`config.mk`:
```
export PLATFORM = sky130hd
export DESIGN_NAME = ddgl_regs
export DESIGN_NICKNAME = d
export VERILOG_FILES = /design/src/ddgl_pkg.sv /design/src/ddgl_addr_split.sv /design/src/ddgl_regs.sv
export SDC_FILE = /design/constraint.sdc
export NUM_CORES = 1
export LEC_CHECK = 0
export BUFFER_PORTS_ARGS = -buffer_cell sky130_fd_sc_hd__buf_4
export CORE_MARGIN = 10
export CORE_UTILIZATION = 59
export CTS_BUF_LIST = sky130_fd_sc_hd__clkbuf_2 sky130_fd_sc_hd__clkbuf_4 sky130_fd_sc_hd__clkbuf_8
export CTS_CLUSTER_DIAMETER = 200
export DETAILED_ROUTE_END_ITERATION = 8
export GPL_TIMING_DRIVEN = 0
export MAX_ROUTING_LAYER = met4
export PLACE_DENSITY = 0.95
export SLEW_MARGIN = 20
export SYNTH_ARGS = -nofsm -noshare
export SYNTH_HDL_FRONTEND = slang
export SYNTH_HIERARCHICAL = 1
export SYNTH_SLANG_ARGS = --single-unit
```
`constraint.sdc`:
```
create_clock -name clk_i -period 4.1 [get_ports clk_i]
set_input_delay 0.41 -clock clk_i [delete_from_list [all_inputs] [get_ports clk_i]]
set_output_delay 0.41 -clock clk_i [all_outputs]
set_load 0.1 [all_outputs]
```
`src/ddgl_pkg.sv`:
```
// Purpose: constants for the sdram geometry and latency configuration registers
// Assumes: apb byte addresses, 32-bit data, 20 MHz register clock
// Notes: field positions, codes, offsets and counts for the design live here; the assertions restate some as literals
package ddgl_pkg;

  // register byte offsets
  localparam logic [7:0] OFS_KIND = 8'h00;
  localparam logic [7:0] OFS_GEOM = 8'h04;
  localparam logic [7:0] OFS_RLAT = 8'h08;
  localparam logic [7:0] OFS_WLAT = 8'h0C;
  localparam logic [7:0] OFS_ALAT = 8'h10;
  localparam logic [7:0] OFS_ACCESS_ENABLE_BIT = 8'h14;
  localparam logic [7:0] OFS_AUTO_REFRESH_ENABLE_BIT = 8'h18;
  localparam logic [7:0] OFS_STAT = 8'h1C;

  // writable bits of each register, all else reads zero
  localparam logic [31:0] KIND_MASK = 32'h0000_0007;
  localparam logic [31:0] GEOM_MASK = 32'h1F13_0F03;
  localparam logic [31:0] RLAT_MASK = 32'h0000_000F;
  localparam logic [31:0] WLAT_MASK = 32'h0000_0007;
  localparam logic [31:0] ALAT_MASK = 32'h0000_000F;
  localparam logic [31:0] EN_MASK = 32'h0000_0001;
  localparam logic [31:0] RESET_VALUE = 32'h0000_0000;

  // geometry field positions
  localparam int ROW_LSB = 24;
  localparam int RANK_BIT = 20;
  localparam int BANK_LSB = 16;
  localparam int COL_LSB = 8;
  localparam int BUSW_LSB = 0;

  // permitted codes
  localparam logic [2:0] KIND_DDR3 = 3'h7;
  localparam logic [4:0] ROW_MIN = 5'h0B;
  localparam logic [4:0] ROW_MAX = 5'h10;
  localparam logic RANK_ONE = 1'b0;
  localparam logic [1:0] BANK_EIGHT = 2'h3;
  localparam logic [3:0] COL_MIN = 4'h8;
  localparam logic [3:0] COL_MAX = 4'hC;
  localparam logic [1:0] BUSW_32 = 2'h2;
  localparam logic [3:0] CL_MIN = 4'h5;
  localparam logic [3:0] CL_MAX = 4'hA;
  localparam logic [2:0] CWL_MIN = 3'h5;
  localparam logic [2:0] CWL_MAX = 3'h7;
  localparam logic [3:0] AL_ZERO = 4'h0;

  // status register bit positions
  localparam int STAT_KIND_OK = 0;
  localparam int STAT_GEOM_OK = 1;
  localparam int STAT_RLAT_OK = 2;
  localparam int STAT_WLAT_OK = 3;
  localparam int STAT_ALAT_OK = 4;
  localparam int STAT_CFG_OK = 5;

  // logical address split on a 32-bit bus
  localparam int BYTE_LANE_BITS = 2;
  localparam int BANK_ADDR_BITS = 3;

  // refresh interval
  localparam int CLK_PERIOD_NS = 50;
  localparam int REFRESH_TIME_NS = 7800;
  localparam int REFRESH_CYCLES = REFRESH_TIME_NS / CLK_PERIOD_NS;
  localparam logic [15:0] REFRESH_LAST = 16'(REFRESH_CYCLES - 1);

endpackage

```
`src/ddgl_addr_split.sv`:
```
// Purpose: splits a logical byte address into bank, row and column
// Assumes: widths hold the programmed codes, which equal the widths in bits
// Notes: purely combinational, the caller registers the result
`timescale 1ns/1ps
module ddgl_addr_split (
  input wire logic clk_i,
  input wire logic rst_n_i,
  input wire logic [31:0] addr_i,
  input wire logic [4:0] row_width_i,
  input wire logic [3:0] column_width_i,
  output logic [2:0] bank_o,
  output logic [15:0] row_o,
  output logic [11:0] col_o
);

  function automatic logic [31:0] low_mask(input logic [5:0] width);
    low_mask = (32'h0000_0001 << width) - 32'h0000_0001;
  endfunction

  logic [31:0] word_addr;
  logic [31:0] after_col;
  logic [31:0] after_bank;
  logic [31:0] col_full;
  logic [31:0] row_full;

  assign word_addr = addr_i >> ddgl_pkg::BYTE_LANE_BITS;
  assign col_full = word_addr & low_mask({2'h0, column_width_i});
  assign after_col = word_addr >> column_width_i;
  assign after_bank = after_col >> ddgl_pkg::BANK_ADDR_BITS;
  assign row_full = after_bank & low_mask({1'h0, row_width_i});
  assign bank_o = after_col[2:0];
  assign col_o = col_full[11:0];
  assign row_o = row_full[15:0];
endmodule

```
`src/ddgl_regs.sv`:
```
// Purpose: apb register bank for sdram kind, geometry and latency setup
// Assumes: rst_n_i is the power-on reset; ce_i low freezes every flop
// Notes: apb answers with one wait state; config writes refused while enabled
`timescale 1ns/1ps
module ddgl_regs (
  input wire logic clk_i,
  input wire logic rst_n_i,
  input wire logic ce_i,
  input wire logic psel_i,
  input wire logic penable_i,
  input wire logic pwrite_i,
  input wire logic [7:0] paddr_i,
  input wire logic [31:0] pwdata_i,
  output logic [31:0] prdata_o,
  output logic pready_o,
  output logic pslverr_o,
  output logic [2:0] memory_kind_code_o,
  output logic [4:0] row_width_o,
  output logic rank_count_o,
  output logic [1:0] bank_count_o,
  output logic [3:0] column_width_o,
  output logic [1:0] ext_bus_width_o,
  output logic [3:0] cas_latency_o,
  output logic [3:0] cas_write_latency_o,
  output logic [3:0] additive_latency_o,
  output logic access_enable_bit_o,
  output logic auto_refresh_enable_bit_o,
  output logic config_valid_o,
  input wire logic mem_req_i,
  input wire logic [31:0] mem_addr_i,
  output logic mem_gnt_o,
  output logic cmd_valid_o,
  output logic [2:0] cmd_bank_o,
  output logic [15:0] cmd_row_o,
  output logic [11:0] cmd_col_o,
  output logic refresh_req_o
);

  function automatic logic is_cfg(input logic [7:0] addr);
    is_cfg = (addr == ddgl_pkg::OFS_KIND) || (addr == ddgl_pkg::OFS_GEOM) ||
             (addr == ddgl_pkg::OFS_RLAT) || (addr == ddgl_pkg::OFS_WLAT) ||
             (addr == ddgl_pkg::OFS_ALAT);
  endfunction

  function automatic logic is_mapped(input logic [7:0] addr);
    is_mapped = is_cfg(addr) || (addr == ddgl_pkg::OFS_ACCESS_ENABLE_BIT) ||
                (addr == ddgl_pkg::OFS_AUTO_REFRESH_ENABLE_BIT) || (addr == ddgl_pkg::OFS_STAT);
  endfunction

  logic [2:0] kind, next_kind, wlat, next_wlat, cmd_bank, next_cmd_bank, split_bank;
  logic [31:0] geom, next_geom, rdata, next_rdata, status;
  logic [3:0] rlat, next_rlat, alat, next_alat;
  logic access_enable_bit, next_access_enable_bit, auto_refresh_enable_bit, next_auto_refresh_enable_bit;
  logic ack, next_ack, err, next_err, access_start, wr_commit;
  logic [15:0] ref_cnt, next_ref_cnt, cmd_row, next_cmd_row, split_row;
  logic ref_pulse, next_ref_pulse, cmd_valid, next_cmd_valid;
  logic [11:0] cmd_col, next_cmd_col, split_col;
  logic kind_ok, geom_ok, rlat_ok, wlat_ok, alat_ok;

  assign kind_ok = (kind == ddgl_pkg::KIND_DDR3);
  assign geom_ok = (geom[ddgl_pkg::ROW_LSB +: 5] >= ddgl_pkg::ROW_MIN) &&
                   (geom[ddgl_pkg::ROW_LSB +: 5] <= ddgl_pkg::ROW_MAX) &&
                   (geom[ddgl_pkg::RANK_BIT] == ddgl_pkg::RANK_ONE) &&
                   (geom[ddgl_pkg::BANK_LSB +: 2] == ddgl_pkg::BANK_EIGHT) &&
                   (geom[ddgl_pkg::COL_LSB +: 4] >= ddgl_pkg::COL_MIN) &&
                   (geom[ddgl_pkg::COL_LSB +: 4] <= ddgl_pkg::COL_MAX) &&
                   (geom[ddgl_pkg::BUSW_LSB +: 2] == ddgl_pkg::BUSW_32);
  assign rlat_ok = (rlat >= ddgl_pkg::CL_MIN) && (rlat <= ddgl_pkg::CL_MAX);
  assign wlat_ok = (wlat >= ddgl_pkg::CWL_MIN) && (wlat <= ddgl_pkg::CWL_MAX);
  assign alat_ok = (alat == ddgl_pkg::AL_ZERO);

  always_comb begin
    status = 32'h0000_0000;
    status[ddgl_pkg::STAT_KIND_OK] = kind_ok;
    status[ddgl_pkg::STAT_GEOM_OK] = geom_ok;
    status[ddgl_pkg::STAT_RLAT_OK] = rlat_ok;
    status[ddgl_pkg::STAT_WLAT_OK] = wlat_ok;
    status[ddgl_pkg::STAT_ALAT_OK] = alat_ok;
    status[ddgl_pkg::STAT_CFG_OK] = kind_ok & geom_ok & rlat_ok & wlat_ok & alat_ok;
  end

  // apb: first access cycle computes answer, second one completes
  assign access_start = ce_i & psel_i & penable_i & ~ack;
  assign wr_commit = ce_i & psel_i & penable_i & ack & pwrite_i & ~err;

  always_comb begin
    next_ack = ack;
    next_err = err;
    next_rdata = rdata;
    if (ce_i) begin
      next_ack = access_start;
      if (access_start) begin
        next_err = ~is_mapped(paddr_i) |
                   (pwrite_i & is_cfg(paddr_i) & (access_enable_bit | auto_refresh_enable_bit));
        if (pwrite_i) begin
          next_rdata = 32'h0000_0000;
        end else if (paddr_i == ddgl_pkg::OFS_KIND) begin
          next_rdata = {29'h0, kind};
        end else if (paddr_i == ddgl_pkg::OFS_GEOM) begin
          next_rdata = geom;
        end else if (paddr_i == ddgl_pkg::OFS_RLAT) begin
          next_rdata = {28'h0, rlat};
        end else if (paddr_i == ddgl_pkg::OFS_WLAT) begin
          next_rdata = {29'h0, wlat};
        end else if (paddr_i == ddgl_pkg::OFS_ALAT) begin
          next_rdata = {28'h0, alat};
        end else if (paddr_i == ddgl_pkg::OFS_ACCESS_ENABLE_BIT) begin
          next_rdata = {31'h0, access_enable_bit};
        end else if (paddr_i == ddgl_pkg::OFS_AUTO_REFRESH_ENABLE_BIT) begin
          next_rdata = {31'h0, auto_refresh_enable_bit};
        end else if (paddr_i == ddgl_pkg::OFS_STAT) begin
          next_rdata = status;
        end else begin
          next_rdata = 32'h0000_0000;
        end
      end else begin
        next_err = 1'b0;
      end
    end
  end

  always_comb begin
    next_kind = kind;
    next_geom = geom;
    next_rlat = rlat;
    next_wlat = wlat;
    next_alat = alat;
    next_access_enable_bit = access_enable_bit;
    next_auto_refresh_enable_bit = auto_refresh_enable_bit;
    if (wr_commit) begin
      // reserved bits are dropped on write
      if (paddr_i == ddgl_pkg::OFS_KIND) begin
        next_kind = pwdata_i[2:0];
      end else if (paddr_i == ddgl_pkg::OFS_GEOM) begin
        next_geom = pwdata_i & ddgl_pkg::GEOM_MASK;
      end else if (paddr_i == ddgl_pkg::OFS_RLAT) begin
        next_rlat = pwdata_i[3:0];
      end else if (paddr_i == ddgl_pkg::OFS_WLAT) begin
        next_wlat = pwdata_i[2:0];
      end else if (paddr_i == ddgl_pkg::OFS_ALAT) begin
        next_alat = pwdata_i[3:0];
      end else if (paddr_i == ddgl_pkg::OFS_ACCESS_ENABLE_BIT) begin
        next_access_enable_bit = pwdata_i[0];
      end else if (paddr_i == ddgl_pkg::OFS_AUTO_REFRESH_ENABLE_BIT) begin
        next_auto_refresh_enable_bit = pwdata_i[0];
      end
    end
  end

  // only the power-on reset clears these
  always_ff @(posedge clk_i or negedge rst_n_i) begin
    if (!rst_n_i) begin
      kind <= ddgl_pkg::RESET_VALUE[2:0];
      geom <= ddgl_pkg::RESET_VALUE;
      rlat <= ddgl_pkg::RESET_VALUE[3:0];
      wlat <= ddgl_pkg::RESET_VALUE[2:0];
      alat <= ddgl_pkg::RESET_VALUE[3:0];
      access_enable_bit <= 1'b0;
      auto_refresh_enable_bit <= 1'b0;
      ack <= 1'b0;
      err <= 1'b0;
      rdata <= 32'h0000_0000;
    end else begin
      kind <= next_kind;
      geom <= next_geom;
      rlat <= next_rlat;
      wlat <= next_wlat;
      alat <= next_alat;
      access_enable_bit <= next_access_enable_bit;
      auto_refresh_enable_bit <= next_auto_refresh_enable_bit;
      ack <= next_ack;
      err <= next_err;
      rdata <= next_rdata;
    end
  end

  always_comb begin
    next_ref_cnt = ref_cnt;
    next_ref_pulse = ref_pulse;
    if (ce_i) begin
      next_ref_pulse = 1'b0;
      if (!auto_refresh_enable_bit) begin
        next_ref_cnt = 16'h0000;
      end else if (ref_cnt == ddgl_pkg::REFRESH_LAST) begin
        next_ref_cnt = 16'h0000;
        next_ref_pulse = 1'b1;
      end else begin
        next_ref_cnt = ref_cnt + 16'h0001;
      end
    end
  end

  ddgl_addr_split u_split (
    .clk_i(clk_i),
    .rst_n_i(rst_n_i),
    .addr_i(mem_addr_i),
    .row_width_i(geom[ddgl_pkg::ROW_LSB +: 5]),
    .column_width_i(geom[ddgl_pkg::COL_LSB +: 4]),
    .bank_o(split_bank),
    .row_o(split_row),
    .col_o(split_col)
  );

  assign mem_gnt_o = ce_i & mem_req_i & access_enable_bit;

  always_comb begin
    next_cmd_valid = cmd_valid;
    next_cmd_bank = cmd_bank;
    next_cmd_row = cmd_row;
    next_cmd_col = cmd_col;
    if (ce_i) begin
      next_cmd_valid = mem_gnt_o;
      if (mem_gnt_o) begin
        next_cmd_bank = split_bank;
        next_cmd_row = split_row;
        next_cmd_col = split_col;
      end
    end
  end

  always_ff @(posedge clk_i or negedge rst_n_i) begin
    if (!rst_n_i) begin
      ref_cnt <= 16'h0000;
      ref_pulse <= 1'b0;
      cmd_valid <= 1'b0;
      cmd_bank <= 3'h0;
      cmd_row <= 16'h0000;
      cmd_col <= 12'h000;
    end else begin
      ref_cnt <= next_ref_cnt;
      ref_pulse <= next_ref_pulse;
      cmd_valid <= next_cmd_valid;
      cmd_bank <= next_cmd_bank;
      cmd_row <= next_cmd_row;
      cmd_col <= next_cmd_col;
    end
  end

  assign prdata_o = rdata;
  assign pready_o = ack & ce_i;
  assign pslverr_o = err & ack & ce_i;
  assign memory_kind_code_o = kind;
  assign row_width_o = geom[ddgl_pkg::ROW_LSB +: 5];
  assign rank_count_o = geom[ddgl_pkg::RANK_BIT];
  assign bank_count_o = geom[ddgl_pkg::BANK_LSB +: 2];
  assign column_width_o = geom[ddgl_pkg::COL_LSB +: 4];
  assign ext_bus_width_o = geom[ddgl_pkg::BUSW_LSB +: 2];
  // codes equal sdram clock cycle counts
  assign cas_latency_o = rlat;
  assign cas_write_latency_o = {1'b0, wlat};
  assign additive_latency_o = alat;
  assign access_enable_bit_o = access_enable_bit;
  assign auto_refresh_enable_bit_o = auto_refresh_enable_bit;
  assign config_valid_o = status[ddgl_pkg::STAT_CFG_OK];
  assign cmd_valid_o = cmd_valid;
  assign cmd_bank_o = cmd_bank;
  assign cmd_row_o = cmd_row;
  assign cmd_col_o = cmd_col;
  assign refresh_req_o = ref_pulse;
endmodule

```
Word-level counts from Yosys, hierarchy flattened
Index checks and enable logic that the tools add are counted.

Output and inout bits: 100. Word-level logic and storage cells: 112. Input port bits: 79. Register bits: 113.

Add/sub/neg operators: 3. Multiplexer cells: 14. Bitwise gates (word level): 31. Eq/ne operators: 11. Shifts and indexed selects: 3. Reduce and logical (&&, ||, !) cells: 26. Magnitude comparators: 8.

Operator list (count): 29-bit two-way mux (3); 6-bit two-way mux (6); 8-bit by 5-bit equality test with 1-bit output, second input constant (4); 16-bit two-way mux (2); 30-bit by 4-bit >> shifter with 19-bit output (1); 1-bit bitwise AND (17); 16-bit by 1-bit adder with 16-bit output, second input constant (1); 16-bit bitwise AND (1); 16-bit by 8-bit equality test with 1-bit output, second input constant (1); 8-bit by 4-bit equality test with 1-bit output, second input constant (2); 1-bit by 5-bit << shifter with 16-bit output, first input constant (1); 16-bit by 1-bit subtractor with 16-bit output, second input constant (1); 12-bit bitwise AND (1); 1-bit by 4-bit << shifter with 12-bit output, first input constant (1); 12-bit by 1-bit subtractor with 12-bit output, second input constant (1); 1-bit inverter (10); 8-bit by 3-bit equality test with 1-bit output, second input constant (1); 4-bit <= comparator, second input constant (2); 1-bit logical AND (8); 8-bit logical NOT (1); 8-bit AND reduction (1); 1-bit logical OR (7); 7-bit AND reduction (1); 2-bit AND reduction (3); other kinds (15) (19).

Logic depth before layout (Yosys ltp)
Gate-level depths: netlist (run 1).

Word-level depth: 20. Depth in mapped cells: 13. Gate-level depth less buffers: 9.

Hierarchy
Netlist (run 1), hierarchy kept.

Modules (own cells, without submodules): ddgl_regs (instances 1, area each 4553.1 um2, cells an instance 378, seq. area each 2477.4 um2); ddgl_addr_split (instances 1, area each 2062.0 um2, cells an instance 227, seq. area each 0.0 um2).

Worst setup path before layout (run 1)
Ideal clock, no wire load.

Path kind: register -> register. Start: reg geom[8]. End: reg cmd_col[4], in the netlist cmd_col_o[4]. Data arrival time: 3.159 ns. Clock period less this slack: 3.284 ns. Setup time: 0.126 ns. Required time: 3.974 ns. Slack: 0.816 ns. Buffers on the path: 5. Cell stages (with the launch flop): 14. Cell sequence: dfrtp_1 buf_2 buf_4 buf_2 buf_2 nor2_1 nand2_1 ha_1 clkbuf_1 nor3_1 mux2_2 nand2_1 a21boi_0 mux2_2.

Longest elaborated chain between the ends: 3.

Ends and longest elaborated chain: start, declared (line ddgl_regs.sv:51) `logic [31:0] geom, next_geom, rdata, next_rdata, status;`; start signal, assigned (line ddgl_regs.sv:154) `geom <= ddgl_pkg::RESET_VALUE;`; start signal, assigned (line ddgl_regs.sv:165) `geom <= next_geom;`; 1-bit by 4-bit << shifter with 12-bit output (line ddgl_addr_split.sv:17) `low_mask = (32'h0000_0001 << width) - 32'h0000_0001;`; 12-bit by 1-bit subtractor with 12-bit output (line ddgl_addr_split.sv:17); 12-bit bitwise AND (line ddgl_addr_split.sv:27) `assign col_full = word_addr & low_mask({2'h0, column_width_i});`; net split_col[4] (line ddgl_regs.sv:57) `logic [11:0] cmd_col, next_cmd_col, split_col;`; end signal, assigned (line ddgl_regs.sv:235) `cmd_col <= next_cmd_col;`; end, declared (line ddgl_regs.sv:57).

The timed path passes the listed nets, and every way through them passes these cells. A chain may end at the register's enable or synchronous reset.

Final worst setup path (run 1)
Ends and elaborated chain as after synthesis.

==> run summary, run 1 <==
The worst path meets setup with 0.8842 ns of slack. The flip-flop and latch count after synthesis came out at between 90 and 100. The TritonCTS buffer count came out at 9. The number of global-route vias before repair is 6103. The min-delay analysis places its worst path in the category primary input to asynchronous set/reset pin.

The portion of the clock cycle consumed by the worst path in the final layout is 78.43%. The flow ran to the end, and the final reports show no timing, DRC or antenna violations. Port buffering added 145 buffers. The final net count came out at 857.

For the final routed database, the setup TNS stands at 0 ns. The worst register-to-register path has a depth of 13. The number of synthesis warnings is 6.

The root buffer cell is clkbuf_8. For this run, design rule violations remaining after detail routing come to 0. The final worst clock skew is 0.009595 ns. The aggregate routed wire length is 21290 um. The average instance area after synthesis came out at 10.93 um^2. Setup repair after global routing left no endpoint under its margin. The count of boundary I/O pins came out at 179. The total setup buffers inserted after CTS came out at 0. The largest net degree at the start of global routing came out at 100. The number of synthesized flops with an enable pin is 0. For this run, the detailed router's first-pass iteration total came to 5. The slew of the pin with the lowest slew margin is 1.008 ns. Global routing used 27.38% of the available tracks across all layers.

The number of vias per cell after detailed routing is roughly 6.5. The first-iteration detailed-routing DRC count came out at 781. The data required time at the worst endpoint is around 4.4 ns. The ratio of cells with drive above 1 in the final layout is 39.10%.

The H-tree depth is 3. The total congestion overflow is 0. The count of hold buffers inserted by post-cts repair is 0. The number of antenna violations at the first check in global routing came out at 0. The die is ~130 um tall. At the end of routability-driven placement, the weighted congestion stood at around 1.0. The tool flagged a number of max-cap violations equal to 0. The detail-routed net length per standard cell came out at 23.14 um. The instance count of the mapped netlist is 605. The leakage dissipation is between 3 and 4 nW. After clock tree synthesis, the clock-pin slew on the worst setup and hold paths is around 0.1 ns. The area added between synthesis and finish came out at 22.94%. The worst vdd rail ir drop came out at 243.7 uV. STA classifies the critical path endpoint as a flop. For this block, the via count after detailed routing is around 6000. The worst slack at placement is 0.9370 ns. In the synthesized netlist the dominant register cell turns out to be dfrtp_1. The synthesized cell area came out at 6615 um^2. The total number of clock tree sinks is 99. After detailed placement, the total cell area comes to roughly 7900 um^2. STA puts the critical path data arrival time at 3.50 ns. The relative max-transition margin came out at 31.83%. The final critical path time including I/O delays and setup came out at 3.216 ns. The number of nets with antenna violations after routing is 0.

The final max-slew violation count came out at 0. The post-cts repair resize count is 0. The proportion of register bits with asynchronous set or reset after synthesis came out at 100.0%. The total core area came out at 10890 um^2. The nature of the critical path startpoint is a flop. Summing the sequential cell areas from Yosys gives a little under two fifths of the chip area.

The clock tree from TritonCTS is done. The wire length of the first global-routing pass came out at 34350 um. The number of inserted diodes is 0. The power density normalized to cell area is 235.7 nW/um^2. The effective utilization at floorplan is 60.76%.

The detailed placer's ending HPWL came out at about 17000 um. The final hold violation count came to 0. The maximum count of clock buffers along a single path is 2.

After synthesis, the netlist uses 73 different library cells. The final instance area came out at 8133 um^2. Static timing analysis puts the maximum clock frequency at 311.0 MHz. Of all nets on the critical path, the largest fanout is 10. The die outline area is 15850 um^2. After floorplanning, the core was divided into 38 placement rows.

The die width came out at 125.9 um. The later pin in the worst-skew pair is clocked with a latency of 0.39 ns. The type of the worst setup path is flop to flop.

The total setup violations reported at the end of the flow came out at 0.
-- through the flow --
step	total power [mW]	cells	hold slack, ns	util [%]
2_1_floorplan	1.156	619	0.1144	-
3_3_place_gp	1.264	904	0.4633	72.85
3_5_place_dp	1.269	904	0.4776	72.88
4_1_cts	1.927	920	0.1438	74.70
5_1_grt	1.988	920	0.1637	74.70
6_report	1.917	920	0.09455	74.70
-- power by group --
group | internal [mW] | switching (mW)
Combinational | 0.0980 | 0.177
Sequential | 0.978 | 0.00243
Clock | 0.287 | 0.375
-- worst max-delay path, stage by stage (launching register included) --
cell and delay [ns]:
dfrtp_1 0.42, buf_2 0.25, buf_4 0.26, buf_2 0.27
buf_2 0.28, nor2_1 0.12, nand2_1 0.12, ha_1 0.17
clkbuf_1 0.34, nor3_1 0.11, mux2_2 0.29, nand2_1 0.06
a21boi_0 0.12, mux2_2 0.28
-- layer usage --
layer  share of wire [%]  global-route usage (%)  vias to the layer above
met5                   0                       -                        -
met4                 1.4                   6.028                        0
met3                  11                   8.054                       31
met2                  47                   41.53                      392
met1                  41                   35.71                     2986
li1                    -                       -                     2614
-- kinds of logic after synthesis --
| group | Yosys count | synth area share [%] |
|---|---|---|
| simple gates | 176 | 14.64 |
| other cells | 1 | 0.05669 |
| fa+ha+maj | 3 | 0.5675 |
| xor+xnor | 9 | 1.192 |
| buf+inv | 74 | 5.939 |
| mux | 129 | 27.94 |
| compound gates | 114 | 12.22 |
| flops | 99 | 37.45 |
-- sequential cells by signal (all words and copies together) (netlist names), 3 cells and up --
register,cells
additive_latency_o,4
cas_latency_o,4
cmd_bank_o,3
cmd_col_o,12
cmd_row_o,16
geom,14
memory_kind_code_o,3
prdata_o,18
ref_cnt,16
wlat,3
-- synth_stat cells, types with 5 or more instances --
cell type | number | area, um^2
a211oi_1 | 8 | 60.06
a21oi_1 | 13 | 65.06
a22o_1 | 12 | 105.1
a31oi_1 | 6 | 37.54
and2_1 | 11 | 68.82
and3_1 | 7 | 43.79
buf_2 | 10 | 50.05
buf_4 | 19 | 142.6
clkbuf_1 | 26 | 97.59
dfrtp_1 | 99 | 2477
inv_1 | 13 | 48.80
mux2_2 | 73 | 822.0
mux2i_1 | 20 | 200.2
mux4_2 | 32 | 720.7
nand2_1 | 35 | 131.4
nand3_1 | 14 | 70.07
nand4_1 | 7 | 43.79
nor2_1 | 35 | 131.4
nor2b_1 | 12 | 75.07
nor3_1 | 9 | 45.04
nor4_1 | 6 | 37.54
o21ai_0 | 26 | 130.1
or4_1 | 7 | 52.55
xor2_1 | 5 | 43.79
-- cell type report --
class,instances,area [um^2]
buffer,60,340.3
clock buffer,9,123.9
clock inverter,7,73.82
fill,762,2755
inverter,14,52.55
multi-input combinational,446,3797
sequential,99,2477
tap,140,175.2
timing repair buffer,145,1092
-- path summary, 6_finish.rpt --
| check | from | to | slack, ns |
|---|---|---|---|
| max | geom[8] | cmd_col_o[4] | 0.88 |
| min | rst_n_i | prdata_o[3] | 0.09 |
| max reg2reg | geom[8] | cmd_col_o[4] | 0.88 |
| min reg2reg | prdata_o[4] | prdata_o[4] | 0.50 |
| max in group asynchronous | rst_n_i | wlat[1] | 3.41 |
| min in group clk_i | pwdata_i[11] | geom[11] | 0.25 |
-- placed cells by master, fill, tap and decap left out, types with 5 or more instances in the layout --
| master | count |
|---|---|
| a211oi_1 | 8 |
| a21oi_1 | 13 |
| a22o_1 | 12 |
| a31oi_1 | 6 |
| and2_1 | 11 |
| and3_1 | 7 |
| buf_2 | 10 |
| buf_4 | 163 |
| clkbuf_1 | 26 |
| clkbuf_8 | 9 |
| conb_1 | 15 |
| dfrtp_1 | 99 |
| inv_1 | 13 |
| mux2_2 | 73 |
| mux2i_1 | 20 |
| mux4_2 | 32 |
| nand2_1 | 35 |
| nand3_1 | 14 |
| nand4_1 | 7 |
| nor2_1 | 35 |
| nor2b_1 | 12 |
| nor3_1 | 9 |
| nor4_1 | 6 |
| o21ai_0 | 26 |
| or4_1 | 7 |
| xor2_1 | 5 |
No activity file was read; power rests on OpenSTA's default activity.
==> run 2: changes to the inputs <==
--- a/config.mk
+++ b/config.mk
@@ -5,9 +5,10 @@
 export SDC_FILE = /design/constraint.sdc
 export NUM_CORES = 1
 export LEC_CHECK = 0
+export ABC_AREA = 1
 export BUFFER_PORTS_ARGS = -buffer_cell sky130_fd_sc_hd__buf_4
 export CORE_MARGIN = 10
-export CORE_UTILIZATION = 59
+export CORE_UTILIZATION = 55
 export CTS_BUF_LIST = sky130_fd_sc_hd__clkbuf_2 sky130_fd_sc_hd__clkbuf_4 sky130_fd_sc_hd__clkbuf_8
 export CTS_CLUSTER_DIAMETER = 200
 export DETAILED_ROUTE_END_ITERATION = 8
==> constraint.sdc (replaced) <==
create_clock -name clk_i -period 3.3 [get_ports clk_i]
set_input_delay 0.33 -clock clk_i [delete_from_list [all_inputs] [get_ports clk_i]]
set_output_delay 0.33 -clock clk_i [all_outputs]
set_load 0.1 [all_outputs]
==> run 2 against run 1 <==
  * Utilization decreased by 5.2 points
  * Wire length decreased by 6.9%
  * Synthesized cell count increased by 55%
  * Critical path depth decreased by 9
  * Flip-flop and latch count unchanged
  * Count of clock-buffer cells in the layout increased by 1
  * Worst hold slack got worse by 0.063 ns
  * Sequential power increased by 24%
  * Via count increased by 16%
  * Cell area decreased by 2.8%
  * Register-to-register slack improved by 0.22 ns
==> run summary, run 2 <==
In the layout the commonest cells are 322 x nand2_1, 163 x buf_4, 124 x nand3_1. The xor/xnor share of the synthesized area came out at 0.5516% (-0.64 points). Leaving out fill and tap cells, the most frequent cell in the layout is nand2_1. The worst-case reg-to-reg path depth came out at 13 (unchanged). The total setup buffers inserted after CTS is 0 (unchanged). The area added between synthesis and finish came out at 24.43%. The commonest cells after synthesis are 322 x nand2_1, 124 x nand3_1, 99 x dfrtp_1. CTS placed an instance of clkbuf_8 at the clock tree root. The chip height came to 127.5 um (+1.3%).

The smallest clock period supported by the final layout is computed as 2.355 ns. The fraction of power spent switching nets was 27.86% (-1.0 points). The number of flip-flops under the largest register name came to 18 (unchanged). The final standard cell count with taps included and fillers excluded was 1257 (+37%). The data required time at the worst endpoint is 2.97 ns (-1.41 ns). The count of hold buffers inserted by post-cts repair came out at 0 (unchanged).

The proportion of register bits with asynchronous set or reset after synthesis came out at 100.0% (unchanged). The number of vias per cell after detailed routing was 5.568 (-15%). The final net count came to 1192 (+39%). The wire length of the first global-routing pass came out at 32710 um (-4.8%).

The TritonCTS buffer count is 9 (unchanged). The share of power burned in registers came out at 50.0% (-1.2 points). The area fraction of the dominant cell type after synthesis came out at 39.01% (+1.6 points). The relative max-transition margin came out at 42.00% (+10 points). The detailed-route via count came out at 6999 (+16%).

The synthesized cell area came to 6351 um^2 (-4.0%). The net switching power was 0.6823 mW (+23%). The clock transition at the registers of the reported paths came out at 0.10 ns (about the same).

The combinational family with the most area after synthesis is simple AND/OR/NAND/NOR gates. The final max-slew violation count came to 0 (unchanged). Setup repair after global routing left no endpoint under its margin.

The worst path arrival time came out at 2.02 ns (-1.48 ns). The leakage dissipation was 4.270 nW (+12%). The final hold violation count came to 0 (unchanged). The number of synthesis warnings is 6 (unchanged).

The number of synthesized flops with an enable pin is 0 (unchanged). The total negative slack for setup checks is 0 ns (unchanged). The routability-driven placement congestion ratio is 0.9921 (-4.3%).

STA classifies the critical path startpoint as a flop. The instance count of the mapped netlist is 940 (+55%). The portion of the post-synthesis area used by sequential elements is 39.01% (+1.6 points). The power density normalized to cell area came out at 309.9 nW/um^2 (+32%). The total congestion overflow came to 0 (unchanged). The die outline area is 16250 um^2 (+2.5%).

The post-cts repair resize count came out at 0 (unchanged). The flip-flop cell with the highest count after synthesis is dfrtp_1. The clock share of power is 36.6% (+2.1 points). The mux contribution to synthesized area is 0% (-28 points). The design internal power is 1.767 mW (+30%). The ratio of cells with drive above 1 in the final layout came out at 20.83% (-18 points). The worst vdd rail ir drop came out at 307.7 uV (+26%). The number of search-and-repair iterations in the first detailed-routing pass is 6 (+1).

The number of input and output port buffers inserted came out at 145 (unchanged). The clock latency on the worst-skew pair came out at 0.38 ns (about the same). The total number of placement rows is 39 (+2.6%).

The final worst clock skew is 0.009592 ns (-0.000002750 ns). The detailed placer's ending HPWL was 15460 um (-7.3%). TritonCTS built the clock tree. The worst hold slack after final layout is 0.03190 ns (-0.06265 ns).

The number of remaining DRC errors came to 0 (unchanged). Among all cell types in the netlist, the one instantiated most often is nand2_1. The global-route usage over all layers is 24.86% (-2.5 points). The number of global-route vias before repair was 6838 (+12%).

Ranked by total cell area, the synthesized netlist is headed by dfrtp_1 39%, nand2_1 19%, nand3_1 9.8%. The number of violations of the max-capacitance limit is 0 (unchanged). The top achievable clock speed came out at 424.7 MHz. The number of nets with antenna violations after routing is 0 (unchanged).

After layout, the worst path uses a little under three quarters of the clock period. The die width is 127.5 um (+1.3%). The combinational group share of total power came out at 13.5% (-0.8 points). The worst hold-check path type is primary input to asynchronous set/reset pin.

The maximum count of clock buffers along a single path came out at 2 (unchanged). The simple logic cell fraction of the synthesized area came to 40.15% (+26 points). The flip-flop and latch count after synthesis came out at 99 (unchanged). The count of placed standard cells including taps came to 1242 (+37%). The total number of clock tree sinks was 99 (unchanged). The number of distinct library cells after synthesis is 46 (-37%). The maximum fanout along the worst path came out at 10 (unchanged). The first-iteration detailed-routing DRC count came out at 740 (-5.2%). The largest net degree at the start of global routing is 100 (unchanged). The slew of the pin with the lowest slew margin came to 0.8699 ns (-0.1383 ns). The largest total area in the synthesized netlist belongs to dfrtp_1. The worst setup path is captured at a primary output. The type of the worst setup path is flop to primary output. The detail-routed net length per standard cell came out at 15.77 um (-32%). The total setup violations reported at the end of the flow is 0 (unchanged).

The number of inserted diodes is 0 (unchanged). The run finished with clean final reports. The number of antenna violations at the first check in global routing came out at 0 (unchanged). The adder and majority gate portion of the synthesized area is 0.5910% (+0.024 points). The average instance area after synthesis came to 6.756 um^2 (-38%). The total core area was 11370 um^2 (+4.4%). The H-tree depth came out at 3 (unchanged). The effective utilization at floorplan came out at 55.86% (-4.9 points). The share of the synthesized area in compound gates (AO/OA/AOI/OAI) came out at 10.62% (-1.6 points). The aggregate routed wire length is 19820 um (-6.9%). The count of boundary I/O pins was 179 (unchanged).
[run 2: cell types whose count changed in the layout (fill, tap and decap cells not counted), sizes merged, moves of 12 or more]
cell	before	now
mux2i	20	0
nand2	35	324
clkbuf	35	22
mux4	36	0
nor2	36	99
o21ai	27	61
a21oi	13	43
nor2b	12	0
mux2	73	0
and2	12	0
inv	17	82
nand3	14	126
[run 2: cells by family after synthesis]
logic type | Yosys count
compound gates | 120
flops | 99
simple gates | 587
xor+xnor | 4
buf+inv | 126
fa+ha+maj | 3
other cells | 1
[run 2: power by group through the flow]
stage | Combinational, mW | Clock, mW | Sequential, mW
detailed placement | 0.327 | 0 | 1.25
global route | 0.357 | 0.946 | 1.23
global placement | 0.324 | 0 | 1.25
CTS | 0.328 | 0.904 | 1.22
finish | 0.330 | 0.896 | 1.22
floorplan | 0.178 | 0 | 1.27
[run 2: through the flow]
| step | area (um^2) | total power, mW | setup slack [ns] | utilization [%] |
|---|---|---|---|---|
| CTS | 7903 | 2.456 | 0.9195 | 69.51 |
| global placement | 7676 | 1.571 | 1.178 | 67.51 |
| finish | 7903 | 2.449 | 0.9451 | 69.51 |
| global route | 7903 | 2.528 | 0.7764 | 69.51 |
| detailed placement | 7680 | 1.575 | 1.154 | 67.55 |
| floorplan | 6409 | 1.451 | 0.2443 | - |
[run 2: worst max-delay path, stage by stage (launching register included)]
cell,delay (ns)
dfrtp_1,0.43
nand3_1,0.25
inv_1,0.21
buf_1,0.37
buf_4,0.38
[run 2: layout make-up]
cell class                 count  area (um^2)
fill                         978         3467
multi-input combinational    729         3358
sequential                    99         2477
timing repair buffer         145         1092
inverter                      81        306.5
buffer                        45        266.5
tap                          143        178.9
clock buffer                  10        137.6
clock inverter                 5        85.08
[run 2: final timing paths]
path,endpoint,startpoint,slack [ns]
hold / removal,cmd_col_o[0],rst_n_i,0.03
max in group asynchronous,prdata_o[11],rst_n_i,2.68
setup reg to reg,cmd_col_o[6],geom[8],1.10
hold reg to reg,cmd_col_o[1],cmd_col_o[1],0.49
setup / recovery,mem_gnt_o,access_enable_bit_o,0.95
min in group clk_i,geom[11],pwdata_i[11],0.18
[run 2: layer usage]
metal,up-vias,GRT usage (%),routed length [um]
li1,3372,-,-
met1,3230,30.91,8240
met2,348,39.05,9403
met3,49,4.715,1667
met4,0,10.11,512
met5,-,-,0
==> run 3: changes to the inputs <==
--- a/config.mk
+++ b/config.mk
@@ -5,16 +5,16 @@
 export SDC_FILE = /design/constraint.sdc
 export NUM_CORES = 1
 export LEC_CHECK = 0
-export ABC_AREA = 1
+export ABC_AREA = 0
 export BUFFER_PORTS_ARGS = -buffer_cell sky130_fd_sc_hd__buf_4
 export CORE_MARGIN = 10
-export CORE_UTILIZATION = 55
+export CORE_UTILIZATION = 50
 export CTS_BUF_LIST = sky130_fd_sc_hd__clkbuf_2 sky130_fd_sc_hd__clkbuf_4 sky130_fd_sc_hd__clkbuf_8
 export CTS_CLUSTER_DIAMETER = 200
 export DETAILED_ROUTE_END_ITERATION = 8
 export GPL_TIMING_DRIVEN = 0
 export MAX_ROUTING_LAYER = met4
-export PLACE_DENSITY = 0.95
+export PLACE_DENSITY = 0.91
 export SLEW_MARGIN = 20
 export SYNTH_ARGS = -nofsm -noshare
 export SYNTH_HDL_FRONTEND = slang
==> constraint.sdc (replaced) <==
create_clock -name clk_i -period 1.9 [get_ports clk_i]
set_input_delay 0.19 -clock clk_i [delete_from_list [all_inputs] [get_ports clk_i]]
set_output_delay 0.19 -clock clk_i [all_outputs]
set_load 0.1 [all_outputs]
==> run 3 against run 2 <==
  * Count of clock-buffer cells in the layout grew 1
  * Sequential share of layout area shrank 4.1 points
  * Flip-flop and latch count is the same
  * Largest power group unchanged
  * The flow now finishes with violations (setup timing)
  * Clock skew grew 0.0095 ns
  * Cell count shrank 21%
  * First-iteration DRC count shrank 0.41%
  * Via count shrank 11%
==> run summary, run 3 (same netlist as run 1, synthesis figures left out) <==
The maximum fanout along the worst path is 4 (-6). The final max-slew violation count is 0 (unchanged). The final standard cell count with taps included and fillers excluded was 993 (-21%).

The number of inserted diodes came to 0 (unchanged). The relative max-transition margin is 41.37% (-0.64 points). The first-iteration detailed-routing DRC count came to 737 (-0.41%). The area added between synthesis and finish came out at 40.97%. The total setup violations reported at the end of the flow was 26 (+26).

The number of fillers in the final layout came out at 864 (-12%). The die width is 135.0 um (+5.9%). The worst path arrival time is 2.95 ns (+0.93 ns).

The cell area after placement came out at 8195 um^2 (+6.7%). The checks that failed: setup timing. TritonCTS built the clock tree. The total core area came out at 12770 um^2 (+12%).

The wire length of the first global-routing pass is 34100 um (+4.3%). The total number of placement rows is 41 (+5.1%). The chip height came out at 135.0 um (+5.9%). The top cell types in the final layout, fill and taps aside, are 188 x buf_4, 69 x dfrtp_1, 53 x mux2_2.

The total area of sequential cells is 2545 um^2 (+2.7%). The final instance area is 9325 um^2 (+18%). The final hold violation count is 0 (unchanged). Walking the worst path, the cells encountered are buf_8 > or3_4 > buf_4 > nor2_4 > nand2_2 > ha_4 > nor4_4 > a21o_1 > a32oi_1 > a311oi_1 > mux2_4. The total number of clock tree sinks came out at 99 (unchanged). The number of violations of the max-capacitance limit came to 0 (unchanged). The total negative slack for setup checks is -9.800 ns (-9.800 ns). The clock latency on the worst-skew pair came out at 0.39 ns (about the same).

The worst slack at placement is -0.8351 ns (-1.989 ns). The run finished, with violations left. The number of antenna violations at the first check in global routing came out at 0 (unchanged). The startpoint identified for the worst register-to-register timing path is geom[28]. STA classifies the critical path endpoint as a flop. The area of the multi-input gates is 4273 um^2 (+27%). The startpoint identified for the worst hold timing path is pwdata_i[26]. In this run the worst setup path begins at geom[28]. The worst vdd rail ir drop came out at 532.0 uV (+73%). The count of boundary I/O pins came out at 179 (unchanged). The routability-driven placement congestion ratio is 1.062 (+7.0%).

The post-route worst setup slack came to -0.7283 ns (-1.673 ns). The H-tree depth came out at 3 (unchanged). Clock tree synthesis selected as its root buffer the cell clkbuf_8. The detailed placer's ending HPWL is 15760 um (+1.9%). The largest stage delay on the critical path came out at 0.50 ns (+0.07 ns). The number of global-route vias before repair was 6430 (-6.0%). The final critical path time including I/O delays and setup came out at ~2.6 ns. The effective utilization at floorplan came to 51.79% (-4.1 points). The most frequent standard cell in the layout excluding fill and tap cells is buf_4. The final net count is 898 (-25%). The worst hold slack after final layout was 0.02827 ns (-0.003627 ns).

The final worst clock skew came to 0.01914 ns (+0.009550 ns). The portion of the clock cycle consumed by the worst path in the final layout is 138.3%. The detail-routed net length per standard cell came out at 22.56 um (+43%). The worst-path cell with the longest stage delay is dfrtp_4. The nature of the critical path startpoint is a flop. Timing would allow up to 380.5 MHz. The largest net degree at the start of global routing came out at 100 (unchanged). The ratio of cells with drive above 1 in the final layout is 55.42% (+35 points). The data required time at the worst endpoint is 2.22 ns (-0.75 ns). The total congestion overflow is 0 (unchanged). The count of placed standard cells including taps is 936 (-25%).

Grouping stages by cell kind, the critical path spends the most delay in simple AND/OR/NAND/NOR gates. The TritonCTS buffer count is 9 (unchanged). The number of flip-flops under the largest register name came out at 18 (unchanged). The number of input and output port buffers inserted came out at 145 (unchanged). Setup repair after global routing could not meet its margin everywhere. The leakage dissipation is 4.240 nW (-0.69%). The number of vias per cell after detailed routing is 6.292 (+13%). The aggregate routed wire length is 22400 um (+13%).

The die outline area is 18230 um^2 (+12%). The clock transition at the registers of the reported paths is 0.10 ns (about the same). The maximum count of clock buffers along a single path is 2 (unchanged). The slew of the pin with the lowest slew margin came out at 0.8795 ns (+0.009571 ns).

The type of the worst setup path is flop to flop. The buffers plus inverters on the worst setup path came out at 2 (-1). The worst hold-check path type is primary input to flop. The global-route usage over all layers is 24.12% (-0.73 points).

The power density normalized to cell area came out at 450.4 nW/um^2 (+45%). The number of search-and-repair iterations in the first detailed-routing pass came out at 5 (-1). The number of remaining DRC errors came to 0 (unchanged). The number of nets with antenna violations after routing is 0 (unchanged).

The detailed-route via count is 6248 (-11%).
## run 3: changes by cell type in the layout (fill, tap and decap cells not counted), sizes merged, moves of 20 or more
| cell | delta |
|---|---|
| a21oi | -30 |
| buf | +48 |
| inv | -68 |
| mux2 | +73 |
| mux2i | +20 |
| mux4 | +36 |
| nand2 | -289 |
| nand3 | -112 |
| nor2 | -63 |
| o21ai | -34 |
## run 3: per-layer routing
layer / track usage [%] / vias up / wire length, um
li1: - / 2702 / -
met1: 28.10 / 3045 / 8613
met2: 36.91 / 398 / 10480
met3: 7.455 / 103 / 2213
met4: 12.62 / 0 / 1093
met5: - / - / 0
## run 3: final timing paths
kind                       slack (ns)  cells after the start                     to
min reg2reg                      0.49                      2            prdata_o[4]
max in group asynchronous        0.73                      2               geom[27]
min                              0.03                      2               geom[26]
max                             -0.73                     11           cmd_row_o[6]
min in group asynchronous        0.47                      2  additive_latency_o[3]
max reg2reg                     -0.73                     11           cmd_row_o[6]
## run 3: area by class of cell
cell class,instances,area share (%)
repair buffers,187,16.10
inverters,14,0.6038
multi-input cells,446,45.82
plain buffers,59,5.608
clock buffers,11,1.624
flip-flops and latches,99,27.29
well taps,172,2.308
clock inverters,5,0.6440
## run 3: timing repair
item	in CTS	in global routing
pin swaps	20	17
hold buffers	1	0
endpoints found under the setup margin	57	64
buffers inserted	32	11
gates resized for setup	93	54
endpoints found under the hold margin	99	0
## run 3: power by group
part | leakage (nW) | total [mW] | switching, mW | internal (mW)
Sequential | 1.33 | 2.12 | 0.00607 | 2.11
Clock | 0.106 | 1.43 | 0.747 | 0.685
Combinational | 2.81 | 0.651 | 0.407 | 0.244
Total | 4.24 | 4.20 | 1.16 | 3.04
## run 3: stage by stage
stage / total power, mW / utilization [%]
after floorplan: 2.503 / -
after global placement: 2.739 / 64.13
after detailed placement: 2.745 / 64.16
after CTS: 4.193 / 70.85
after global routing: 4.357 / 73.00
final: 4.200 / 73.00
